$ cat src/rtl/reset_seq_defs.vh
`ifndef RESET_SEQ_DEFS_VH
`define RESET_SEQ_DEFS_VH

// Timing in half clock periods; one half clock period is one CLK_SYS cycle here
`define HCP_NS 8
`define SEQ_START_MIN_HCP 4
`define SEQ_START_MAX_HCP 16
`define SEQ_START_HCP 5
`define SEQ_LEN_HCP 1024
`define COND_END_MIN_HCP 4
`define COND_END_MAX_HCP 6
`define COND_END_HCP 5
`define ALE_DELAY_HCP 8
`define CNT_W 11
// Configuration port fields
`define CFG_EMU_BIT 0
`define CFG_CFG_BIT_A_BIT 1
`define CFG_CLK_LSB 13
`define CFG_CLK_MSB 15
`define START_ADDR 24'h00_0000

`endif

$ cat src/rtl/reset_sequencer.v
// Summary of operation
// RULE_01: Source holds reset low four half periods.
// RULE_02: Sequence starts 4 to 16 after low.
// RULE_03: Sequence lasts 1024, device pulls pin low.
// RULE_04: Condition ends 4 to 6 after rise.
// RULE_05: Source holds config 1 to 6 after rise.
// RULE_06: First address strobe 8 after end.
// RULE_07: Bus released on low, driven after end.
// RULE_08: Power-up reset low at least 1500 ns.
// RULE_09: Config bits loaded continuously during reset.
// RULE_10: Asynchronous reset enters default state immediately.
// RULE_11: Config pull-ups enabled during reset.
// RULE_12: Power-up reset held until clock stable.
// RULE_13: Fetch starts at address zero.
// RULE_14: Reset output held until end-of-init.
// RULE_15: Warm end only if pin high after sequence.
// RULE_16: Half-period counters, synchronised pin edges.
`timescale 1ns/1ps
`default_nettype none
`include "reset_seq_defs.vh"

module reset_sequencer (
    input wire CLK_SYS,
    input wire RST_B,
    input wire RESET_INPUT_N_IN,
    output wire RESET_INPUT_N_OUT,
    output wire RESET_INPUT_N_OE,
    input wire [15:0] STARTUP_CONFIG_PORT,
    output wire CFG_PULLUP_EN,
    output reg EMULATION_CFG_BIT,
    output reg CFG_BIT_A,
    output reg [2:0] CLOCK_CFG,
    output wire INTERNAL_RESET,
    output wire BUS_DRIVE_EN,
    output reg ALE,
    output reg FETCH_START,
    output reg [23:0] FETCH_ADDR,
    input wire END_OF_INIT_INSTRUCTION,
    output reg RESET_OUTPUT_N
);

localparam ST_RUN = 3'd0;
localparam ST_WAIT_SEQ = 3'd1;
localparam ST_SEQ = 3'd2;
localparam ST_WAIT_HIGH = 3'd3;
localparam ST_END_DLY = 3'd4;
localparam ST_ALE_DLY = 3'd5;

reg [2:0] state_reg;
reg [2:0] state_next;
reg [`CNT_W-1:0] cnt_reg;
reg [`CNT_W-1:0] cnt_next;
wire pin_level;
wire pin_fall;
wire pin_rise;

function cnt_done;
    input [`CNT_W-1:0] c;
    input integer lim;
    begin
        cnt_done = (c == lim - 1);
    end
endfunction

////////////////////////////////////////////////////////////////////////
// Pin synchroniser and edge detect
reset_in_sync u_sync (
    .clk(CLK_SYS),
    .rst_b(RST_B),
    .pin_in(RESET_INPUT_N_IN),
    .level_reg(pin_level),
    .fall_reg(pin_fall),
    .rise_reg(pin_rise)
); // [RULE_16]

////////////////////////////////////////////////////////////////////////
// Sequence state machine
always @*
begin
    state_next = state_reg;
    cnt_next = cnt_reg + 1'b1;
    case (state_reg)
        ST_RUN:
        begin
            // A fall counts only once it has passed the synchroniser
            if (pin_fall)
            begin
                state_next = ST_WAIT_SEQ;
                cnt_next = {`CNT_W{1'b0}};
            end
        end
        ST_ALE_DLY:
        begin
            if (cnt_done(cnt_reg, `ALE_DELAY_HCP))
                state_next = ST_RUN;
            // A new fall before the strobe restarts the whole sequence
            if (pin_fall)
            begin
                state_next = ST_WAIT_SEQ;
                cnt_next = {`CNT_W{1'b0}};
            end
        end
        ST_WAIT_SEQ:
        begin
            // Sync latency counts toward the start window
            if (cnt_done(cnt_reg, `SEQ_START_HCP - 3)) // [RULE_02]
            begin
                state_next = ST_SEQ;
                cnt_next = {`CNT_W{1'b0}};
            end
        end
        ST_SEQ:
        begin
            // Pin falls here come from our own pull-down and are ignored
            if (cnt_done(cnt_reg, `SEQ_LEN_HCP)) // [RULE_03]
            begin
                state_next = ST_WAIT_HIGH;
                cnt_next = {`CNT_W{1'b0}};
            end
        end
        ST_WAIT_HIGH:
        begin
            // Own pull-down is off now; a pin still low keeps the part in reset
            cnt_next = {`CNT_W{1'b0}};
            if (pin_level) // [RULE_15]
                state_next = ST_END_DLY;
        end
        ST_END_DLY:
        begin
            // Configuration capture keeps running through this delay
            if (cnt_done(cnt_reg, `COND_END_HCP - 3)) // [RULE_04]
            begin
                state_next = ST_ALE_DLY;
                cnt_next = {`CNT_W{1'b0}};
            end
        end
        default:
        begin
            state_next = ST_RUN;
            cnt_next = {`CNT_W{1'b0}};
        end
    endcase
end

// Default state is entered without the clock
always @(posedge CLK_SYS or negedge RST_B)
begin
    if (!RST_B) // [RULE_10]
    begin
        state_reg <= ST_WAIT_HIGH;
        cnt_reg <= {`CNT_W{1'b0}};
    end
    else
    begin
        state_reg <= state_next;
        cnt_reg <= cnt_next;
    end
end

////////////////////////////////////////////////////////////////////////
// Pin, pull-up and bus control
// The own pull-down is on only in the counted sequence, not in the waits
wire in_reset = (state_reg == ST_WAIT_SEQ) || (state_reg == ST_SEQ) ||
                (state_reg == ST_WAIT_HIGH) || (state_reg == ST_END_DLY);

assign INTERNAL_RESET = in_reset;
assign RESET_INPUT_N_OUT = 1'b0;
assign RESET_INPUT_N_OE = (state_reg == ST_SEQ); // [RULE_03]
assign CFG_PULLUP_EN = in_reset; // [RULE_11]
// Release is combinational on the held state; a pin fall costs sync latency
assign BUS_DRIVE_EN = !in_reset; // [RULE_07]

////////////////////////////////////////////////////////////////////////
// Start-up configuration capture; open lines read one, hence the reset value
always @(posedge CLK_SYS or negedge RST_B)
begin
    if (!RST_B)
    begin
        EMULATION_CFG_BIT <= 1'b1;
        CFG_BIT_A <= 1'b1;
        CLOCK_CFG <= 3'h7;
    end
    else if (in_reset) // [RULE_09]
    begin
        EMULATION_CFG_BIT <= STARTUP_CONFIG_PORT[`CFG_EMU_BIT];
        CFG_BIT_A <= STARTUP_CONFIG_PORT[`CFG_CFG_BIT_A_BIT];
        CLOCK_CFG <= STARTUP_CONFIG_PORT[`CFG_CLK_MSB:`CFG_CLK_LSB];
    end
end

////////////////////////////////////////////////////////////////////////
// First address strobe and fetch start after the condition ends
always @(posedge CLK_SYS or negedge RST_B)
begin
    if (!RST_B)
    begin
        ALE <= 1'b0;
        FETCH_START <= 1'b0;
        FETCH_ADDR <= `START_ADDR;
    end
    else
    begin
        ALE <= (state_reg == ST_ALE_DLY) && cnt_done(cnt_reg, `ALE_DELAY_HCP); // [RULE_06]
        FETCH_START <= (state_reg == ST_END_DLY) && (state_next == ST_ALE_DLY);
        // No boot vector option: fetch always begins at zero
        FETCH_ADDR <= `START_ADDR; // [RULE_13]
    end
end

////////////////////////////////////////////////////////////////////////
// Reset output; only software ends it, any new reset pulls it low again
always @(posedge CLK_SYS or negedge RST_B)
begin
    if (!RST_B)
        RESET_OUTPUT_N <= 1'b0;
    else if (in_reset)
        RESET_OUTPUT_N <= 1'b0;
    else if (END_OF_INIT_INSTRUCTION) // [RULE_14]
        RESET_OUTPUT_N <= 1'b1;
end

endmodule // reset_sequencer

`default_nettype wire

$ cat src/rtl/reset_in_sync.v
`timescale 1ns/1ps
`default_nettype none

module reset_in_sync (
    input wire clk,
    input wire rst_b,
    input wire pin_in,
    output reg level_reg,
    output reg fall_reg,
    output reg rise_reg
);

reg meta_reg;
reg sync_reg;

// Two-stage synchroniser; only the second stage feeds the edge detect
always @(posedge clk or negedge rst_b)
begin
    if (!rst_b)
    begin
        meta_reg <= 1'b0;
        sync_reg <= 1'b0;
        level_reg <= 1'b0;
        fall_reg <= 1'b0;
        rise_reg <= 1'b0;
    end
    else
    begin
        meta_reg <= pin_in;
        sync_reg <= meta_reg;
        level_reg <= sync_reg;
        fall_reg <= level_reg & ~sync_reg;
        rise_reg <= ~level_reg & sync_reg;
    end
end

endmodule // reset_in_sync

`default_nettype wire

$ cat config.mk
export PLATFORM = sky130hd
export DESIGN_NAME = reset_sequencer
export DESIGN_NICKNAME = d
export VERILOG_FILES = /design/src/rtl/reset_sequencer.v /design/src/rtl/reset_in_sync.v
export VERILOG_INCLUDE_DIRS = /design/src /design/src/rtl
export SDC_FILE = /design/constraint.sdc
export NUM_CORES = 1
export LEC_CHECK = 0
export BUFFER_PORTS_ARGS = -buffer_cell sky130_fd_sc_hd__buf_4
export CORE_MARGIN = 5
export CORE_UTILIZATION = 51
export CTS_CLUSTER_DIAMETER = 100
export DETAILED_ROUTE_END_ITERATION = 8
export PLACE_DENSITY = 0.88
export SYNTH_ARGS = -nofsm -noshare
export SYNTH_HDL_FRONTEND = slang
export SYNTH_SLANG_ARGS = --single-unit
$ cat constraint.sdc
create_clock -name CLK_SYS -period 5.34 [get_ports CLK_SYS]
set_input_delay 0.534 -clock CLK_SYS [delete_from_list [all_inputs] [get_ports CLK_SYS]]
set_output_delay 0.534 -clock CLK_SYS [all_outputs]
set_load 0.05 [all_outputs]
Yosys cells after proc, flatten, opt, wreduce, memory -nomap -nowiden:

Cells that the tools add are included.

* bits in registers: 26
* latch bits: 0
* memory bits (writable): 0
* memory bits (read-only): 0
* output and inout bits: 37
* logic and storage cells: 48
* memories: 0

* add/subtract/negate cells: 1
* multiply operators: 0
* divide/modulo/power cells: 0
* $lt $le $gt $ge: 0
* equality and inequality tests: 9
* shift operators: 0
* muxes and demuxes: 14
* bitwise gates (word level): 2
* reductions and logical operators: 10

Operator list (number)
* 11-bit two-way mux: 3
* 11-bit one-hot mux with 3 select lines: 1
* 3-bit two-way mux: 7
* 3-bit one-hot mux with 6 select lines: 1
* 11-bit by 1-bit adder with 11-bit output, second input constant: 1
* 11-bit by 1-bit == test with 1-bit output, second input constant: 1
* 11-bit by 10-bit == test with 1-bit output, second input constant: 1
* 11-bit by 3-bit == test with 1-bit output, second input constant: 1
* 3-bit == test, second input constant: 3
* 3-bit by 2-bit == test with 1-bit output, second input constant: 2
* 2-bit OR reduction: 2
* 3-bit by 1-bit == test with 1-bit output, second input constant: 1
* 3-bit logical NOT: 1
* 1-bit logical OR: 3
* 1-bit logical AND: 2
* 1-bit two-way mux: 2
* 2-bit nonzero test: 1
* 1-bit bitwise AND: 1
* 1-bit logical NOT: 1
* 1-bit inverter: 1

Logic depth before layout (Yosys ltp):

Gate-level depths: netlist of run 1.

* word-level depth: 6
* gate-level depth with buffers: 6
* depth with buffers taken out: 6

Cells and area by module:

Synthesis of run 1 repeated with hierarchy kept, for this count alone.

* cells, all modules: 143
* area, all modules: 1546.5 µm²

By module, submodules not included
* reset_sequencer: times used 1, cells each 136, area each 1406.3 µm², seq. area each 559.3 µm²
* reset_in_sync: times used 1, cells each 7, area each 140.1 µm², seq. area each 125.1 µm²

Worst setup path after synthesis of run 1:

Ideal clock, no wire load.

* kind: flip-flop to output port
* start: reg state_reg[1]
* end: out BUS_DRIVE_EN
* arrival time: 2.377 ns
* required time: 4.806 ns
* setup slack: 2.429 ns
* stages on the path, launching flop included: 4
* buffers on the path: 0
* cell sequence: dfstp_2 > nor2_1 > xnor2_1 > inv_1

* cells in the longest elaborated chain, start to end: 5
* elaborated cells between the ends (all ways): 8
* classes of those cells: eq/ne: 4; reduce/logical: 4

RTL lines
* start, declared: RTL line reset_sequencer.v:49 `reg [2:0] state_reg;`
* start signal, assigned: RTL line reset_sequencer.v:155 `state_reg <= state_next;`
* 3-bit by 1-bit == test with 1-bit output / 3-bit by 2-bit == test with 1-bit output (equally long branches)
* 1-bit logical OR (2 in series): RTL line reset_sequencer.v:163 `wire in_reset = (state_reg == ST_WAIT_SEQ) || (state_reg == ST_SEQ) ||`
* 1-bit logical OR *: RTL line reset_sequencer.v:164 `(state_reg == ST_WAIT_HIGH) || (state_reg == ST_END_DLY);`
* named net CFG_PULLUP_EN: RTL line reset_sequencer.v:29 `output wire CFG_PULLUP_EN,`
* 1-bit logical NOT *: RTL line reset_sequencer.v:171 `assign BUS_DRIVE_EN = !in_reset;`
* end, declared: RTL line reset_sequencer.v:34 `output wire BUS_DRIVE_EN,`

Mark *: on every way through the listed nets, which the timed path passes. The rest lies on a longest branch.

Worst setup path in the final report of run 1:

* start: reg state_reg[0]
* end: out INTERNAL_RESET

* cells in the longest elaborated chain, start to end: 4
* elaborated cells between the ends (all ways): 7
* classes of those cells: eq/ne: 4; reduce/logical: 3

RTL lines
* 3-bit by 1-bit == test with 1-bit output / 3-bit by 2-bit == test with 1-bit output (equally long branches)
* 1-bit logical OR (2 in series): RTL line reset_sequencer.v:163
* 1-bit logical OR *: RTL line reset_sequencer.v:164
* end, declared: RTL line reset_sequencer.v:33 `output wire INTERNAL_RESET,`

Every way passes the cells marked *; elsewhere a longest branch is shown, timed or not.

==> summary.md, run 1 <==
| Metric | Value |
|---|---|
| Layout cells sized above 1 | `24.7%` |
| H-tree depth | `1` |
| #FFs+latches synth | `26` |
| Max Slew Vio Count | `0` |
| FILL cells | `around 230` |
| Seq/Total Area, Yosys | `between 40% and 50%` |
| Clock share of power | `8.9%` |
| Ys async rst share | `100%` |
| Cells after Synth | `~140` |
| Die Height | `around 63 microns` |
| Setup TNS after final layout | `0 ns` |
| Die Footprint | `between 3000 and 4000 sq um` |
| Setup crit end kind | `primary output` |
| Sequential share of power | `approximately 34%` |
| CORE AREA | `about 2700 sq um` |
| Mux contribution to synthesized area | `3.96%` |
| Final Hold Viols | `0` |
| Post-synth EDFFs | `0` |
| Top post-synthesis cells by area | `dfrtp_1 (33%), buf_4 (14%), dfstp_2 (13%)` |
| Drt total wl | `2.39 mm` |
| Dominant synthesized flop cell | `dfrtp_1` |
| Largest family of logic cells by synthesized area | `simple AND/OR/NAND/NOR gates` |
| CP required | `4.81 ns` |
| Avg WL per Cell | `approximately 13 microns` |
| Most common cell in the synthesized netlist | `buf_4` |
| Count of input and output buffers | `20` |
| Pwr per Cell Area | `slightly above 600 nW/um^2` |
| Grt total ovfl | `0` |
| Synth Area in Simple Gates | `17.9%` |
| Total GRT Usage | `12.8%` |
| Max FFs per register | `11` |
| Area growth, synth to finish | `6.95%` |
| CTS root buf | `clkbuf_4` |
| Count of different cell masters after synthesis | `33` |
| Synthesized-area fraction occupied by adder cells | `2.64%` |
| Fin nets | `182` |
| Pleak | `0.703 nW` |
| Hold Path Class | `in2async` |
| First-pass detailed-route iteration total | `5` |
| Post-CTS setup buffers | `0` |
| Top cells by count, synth | `buf_4 (26), dfrtp_1 (19), nor2_1 (18)` |
| Routed via count | `964` |
| Post-synthesis compound-gate area fraction | `7.12%` |
| Crit Path Category | `reg2out` |
| # DRC | `0` |
| Clock Sinks | `26` |
| Comb pwr share | `a little under three fifths` |
| Routed Antenna Nets | `0` |
| Vias in the first global route | `roughly 1000` |
| Largest net degree at the start of global routing | `27` |
| Worst-path clk slew | `0.13 ns` |
| Crit path DAT | `2.01 ns` |
| Initial antenna violation count | `0` |
| Setup crit start kind | `register` |
| Initial DRC Count | `35` |
| XOR/XNOR Fraction of Synth Area | `6.16%` |
| Endpoints failing setup | `0` |
| Die width | `62.8 microns` |
| Synth top area share | `33.4%` |
| Clock Tree Buf Depth | `2` |
| RD Place Congestion | `about 0.77` |
| CP max FO | `11` |
| Crit share post-route | `47.6%` |
| IO Count | `57` |
| ANT cells | `0` |
| DR vias/cell | `5.10` |
| WHS | `0.0897 ns` |
| Worst Clk Skew | `0.00884 ns` |
| CTS resizes | `0` |
| Row cnt | `19` |
| Switching Power | `0.463 mW` |
| CTS Buf Count | `3` |
| Post-synth top area cell | `dfrtp_1` |
| Fmax | `393 MHz` |
| Clk_lat worst skew | `between 0.3 and 0.4 ns` |
| Global-route wire length before repair | `4.13 mm` |
| Slew headroom | `between 40% and 50%` |
| RSZ-0062 raised after global routing | `false` |
| Fin crit period | `about 2.5 ns` |
| Max_cap viols | `0` |
| Core Util, Final | `56.1%` |
| CTS Hold Bufs | `0` |
| Initial cell density of the core | `roughly 52%` |
| Yosys warnings | `0` |
| Post-Syn Area | `between 1000 and 1500 sq um` |
| CTS tree | `built` |
| Worst slew pin tran | `a little under 0.8 ns` |
| Power Internal | `0.468 mW` |
| Max VDD drop | `0.684 mV` |
| HPWL after DPL | `approximately 1.9 mm` |
| Status | `finished clean` |
| Avg Cell Area, Syn | `between 10 and 15 sq um` |
| Sw frac | `between 40 and 50%` |
==> path summary, 6_finish.rpt <==
| path | startpoint | end | slack (ns) | depth (start not counted) |
|---|---|---|---|---|
| worst max-delay path | state_reg[0]$_DFF_PN1_ | INTERNAL_RESET | 2.80 | 3 |
| worst min register to register | u_sync.meta_reg$_DFF_PN0_ | u_sync.sync_reg$_DFF_PN0_ | 0.37 | 0 |
| worst max register to register | cnt_reg[7]$_DFF_PN0_ | cnt_reg[3]$_DFF_PN0_ | 3.30 | 4 |
| max in group asynchronous | RST_B | CFG_BIT_A$_DFFE_PN1N_ | 4.95 | 1 |
| min in group CLK_SYS | RESET_INPUT_N_IN | u_sync.meta_reg$_DFF_PN0_ | 0.31 | 1 |
| worst min-delay path | RST_B | u_sync.meta_reg$_DFF_PN0_ | 0.09 | 1 |
==> metrics by stage <==
stage	setup WS, ns	total power, mW	area [sq um]	instances
6_report	2.80	0.931	1520	189
5_1_grt	2.65	0.990	1520	189
4_1_cts	2.78	0.939	1520	189
3_5_place_dp	3.14	0.856	1500	185
3_3_place_gp	3.21	0.838	1500	185
2_1_floorplan	2.43	0.755	1510	163
==> routing by layer <==
| layer | vias up | routed length, microns | global-route usage [%] |
|---|---|---|---|
| met5 | - | 0 | 0 |
| met4 | 0 | 35 | 5.57 |
| met3 | 5 | 228 | 4.14 |
| met2 | 38 | 1270 | 24.0 |
| met1 | 464 | 855 | 12.5 |
| li1 | 457 | - | - |
==> cell type report <==
class                      count  area, sq um  area share, %
tap                           31         38.8           2.55
inverter                       4         15.0          0.987
timing repair buffer          20          150           9.87
multi-input combinational    104          632           41.5
clock buffer                   4         26.3           1.73
sequential                    26          659           43.3
==> logic make-up after synthesis <==
family,count (synthesis)
flops,26
xor+xnor,10
buf+inv,33
simple gates,49
other cells,1
fa+ha+maj,3
mux,5
compound gates,12
==> power groups by stage <==
stage / logic (mW) / clock network (mW) / registers (mW)
detailed placement: 0.534 / 0 / 0.323
CTS: 0.534 / 0.0859 / 0.319
finish: 0.529 / 0.0832 / 0.318
global placement: 0.521 / 0 / 0.316
global route: 0.565 / 0.0976 / 0.327
floorplan: 0.374 / 0 / 0.381
==> cell usage in the layout (no fill, tap or decap), types with 2 or more instances in the layout <==
cell type  Yosys  routed
clkbuf_4       0       3
nor4_1         3       3
nand2_1        6       6
inv_1          4       4
conb_1         1      25
dfstp_2        7       7
xor2_1         3       3
nor3_1         2       2
ha_1           3       3
nor2b_1        3       3
buf_4         26      20
nand2b_1       2       2
mux2_2         5       5
dfrtp_1       19      19
nand3_1        7       7
nand4_1        3       3
xnor2_1        7       7
o21bai_1       2       2
nor2_1        18      18
a21oi_1        2       2
==> critical path, stage by stage (launching register included) <==
cell	delay [ns]
dfstp_2	0.66
nor2_1	0.08
xnor2_1	0.63
buf_4	0.33
No activity file was read; power rests on OpenSTA's default activity.
==> inputs of run 2 (changes only) <==
Settings changed: CORE_UTILIZATION 51 to 48, PLACE_DENSITY 0.88 to 0.83.
Clock period 5.34 ns to 2.4 ns, I/O delays scaled along.
==> summary.md, run 2 (synthesis gave the netlist of run 1 again) <==
| Metric | Value |
|---|---|
| CTS tree | `built` |
| Fin crit period | `1.96 ns` |
| Worst-path clk slew | `0.13 ns` |
| Die Footprint | `4150 sq um` |
| Fmax | `511 MHz` |
| Routed via count | `969` |
| First-pass detailed-route iteration total | `4` |
| Endpoints failing setup | `0` |
| Pleak | `slightly above 0.7 nW` |
| CP max FO | `11` |
| H-tree depth | `1` |
| Sw frac | `between 40% and 50%` |
| R2r startpoint | `cnt_reg[7]$_DFF_PN0_` |
| Initial antenna violation count | `0` |
| Power Internal | `1.08 mW` |
| Max Slew Vio Count | `0` |
| IO Count | `57` |
| Routed Antenna Nets | `0` |
| # DRC | `0` |
| CP startpoint | `state_reg[0]$_DFF_PN1_` |
| CTS root buf | `clkbuf_4` |
| Row cnt | `19` |
| Avg WL per Cell | `12.4 microns` |
| Finished Layout Cells | `191` |
| Crit path DAT | `1.72 ns` |
| Most frequent cells in the layout | `conb_1 (25), buf_4 (20), dfrtp_1 (19)` |
| Clock share of power | `10.0%` |
| Slowest-stage cell, CP | `dfstp_2` |
| Area growth, synth to finish | `9.59%` |
| Layout cells sized above 1 | `25.6%` |
| Crit share post-route | `81.6%` |
| Die Height | `between 60 and 70 microns` |
| Setup crit start kind | `register` |
| Worst Hold Launch | `END_OF_INIT_INSTRUCTION` |
| Count of input and output buffers | `20` |
| Placed insts | `185` |
| Vias in the first global route | `between 900 and 1000` |
| DR vias/cell | `5.07` |
| Die width | `64.4 microns` |
| Max VDD drop | `0.490 mV` |
| Internal reg-to-reg setup slack | `0.45 ns` |
| Clock Sinks | `26` |
| FILL cells | `~240` |
| CP required | `approximately 2.2 ns` |
| Pwr per Cell Area | `about 1400 nW/um^2` |
| WHS | `0.137 ns` |
| Hold Path Class | `in2reg` |
| Crit Path Category | `reg2out` |
| Sequential share of power | `33.4%` |
| CTS Buf Count | `3` |
| CORE AREA | `2810 sq um` |
| Switching Power | `1.04 mW` |
| Commonest non-fill, non-tap cell in the layout | `conb_1` |
| Core Util, Final | `55.6%` |
| Initial cell density of the core | `50.7%` |
| Max_cap viols | `0` |
| Worst Clk Skew | `0.00229 ns` |
| CP max stage delay | `0.66 ns` |
| ANT cells | `0` |
| Status | `finished clean` |
| Multi-input logic area | `639 sq um` |
| RD Place Congestion | `0.783` |
| Initial DRC Count | `43` |
| CTS resizes | `0` |
| Total GRT Usage | `between 10% and 20%` |
| Max FFs per register | `11` |
| Reg area | `659 sq um` |
| Slew headroom | `approximately 61%` |
| Global-route wire length before repair | `4.13 mm` |
| Comb pwr share | `between 50% and 60%` |
| Clock Tree Buf Depth | `2` |
| Largest net degree at the start of global routing | `27` |
| Final Hold Viols | `0` |
| HPWL after DPL | `1.88 mm` |
| Grt total ovfl | `0` |
| CP Cell Sequence | `nor2_1 -> xnor2_2 -> buf_4` |
| Clk_lat worst skew | `0.31 ns` |
| Fin nets | `184` |
| RSZ-0062 raised after global routing | `false` |
| Setup crit end kind | `primary output` |
| Setup TNS after final layout | `0 ns` |
| Worst slew pin tran | `0.584 ns` |
| Drt total wl | `between 2 and 2.5 mm` |
[run 2: changes by cell type in the layout (fill, tap and decap cells not counted), sizes merged]
cell	before	now
dlygate4sd3	0	2
[run 2: what timing repair did]
action / in CTS / in global routing
hold endpoints to repair: 19 / 1
setup buffers: 0 / 0
hold buffers: 1 / 1
[run 2: path summary, 6_finish.rpt]
path	end	cells past startpoint
worst max-delay path	CFG_PULLUP_EN	3
worst min-delay path	RESET_OUTPUT_N$_DFFE_PN0P_	3
worst max register to register	cnt_reg[3]$_DFF_PN0_	4
worst min register to register	u_sync.sync_reg$_DFF_PN0_	0
max in group asynchronous	state_reg[1]$_DFF_PN1_	2
min in group asynchronous	RESET_OUTPUT_N$_DFFE_PN0P_	2
[run 2: metrics by stage]
stage / total power, mW / cell area, sq um / setup slack, ns
final: 2.12 / 1560 / 0.442
after global routing: 2.24 / 1560 / 0.320
after CTS: 2.14 / 1550 / 0.412
after detailed placement: 1.92 / 1500 / 0.462
after global placement: 1.88 / 1500 / 0.505
after floorplan: 1.69 / 1520 / 0.388
[run 2: area by class of cell]
cell class | count | area share, %
Clock buffer | 4 | 2.33
Inverter | 4 | 0.963
Multi-Input combinational cell | 104 | 41.0
Sequential cell | 26 | 42.3
Tap cell | 31 | 2.49
Timing Repair Buffer | 22 | 10.9
[run 2: per-layer routing]
layer / track usage (%) / wire, microns / vias to the layer above
li1: - / - / 457
met1: 13.7 / 909 / 462
met2: 23.2 / 1200 / 47
met3: 3.80 / 250 / 3
met4: 1.58 / 7 / 0
met5: 0 / 0 / -
[run 2: worst max-delay path: cells and delay by family, from the launching register on]
| kind | cells | cell delay (ns) |
|---|---|---|
| xor+xnor | 1 | 0.37 |
| buf+inv | 1 | 0.29 |
| flops | 1 | 0.66 |
| simple gates | 1 | 0.09 |
[run 2: power groups by stage]
stage                     Sequential (mW)  Clock [mW]  Combinational [mW]
after CTS                           0.709       0.226                1.20
after global routing                0.731       0.238                1.28
after detailed placement            0.718           0                1.20
final                               0.707       0.213                1.20
after global placement              0.707           0                1.17
after floorplan                     0.847           0               0.845
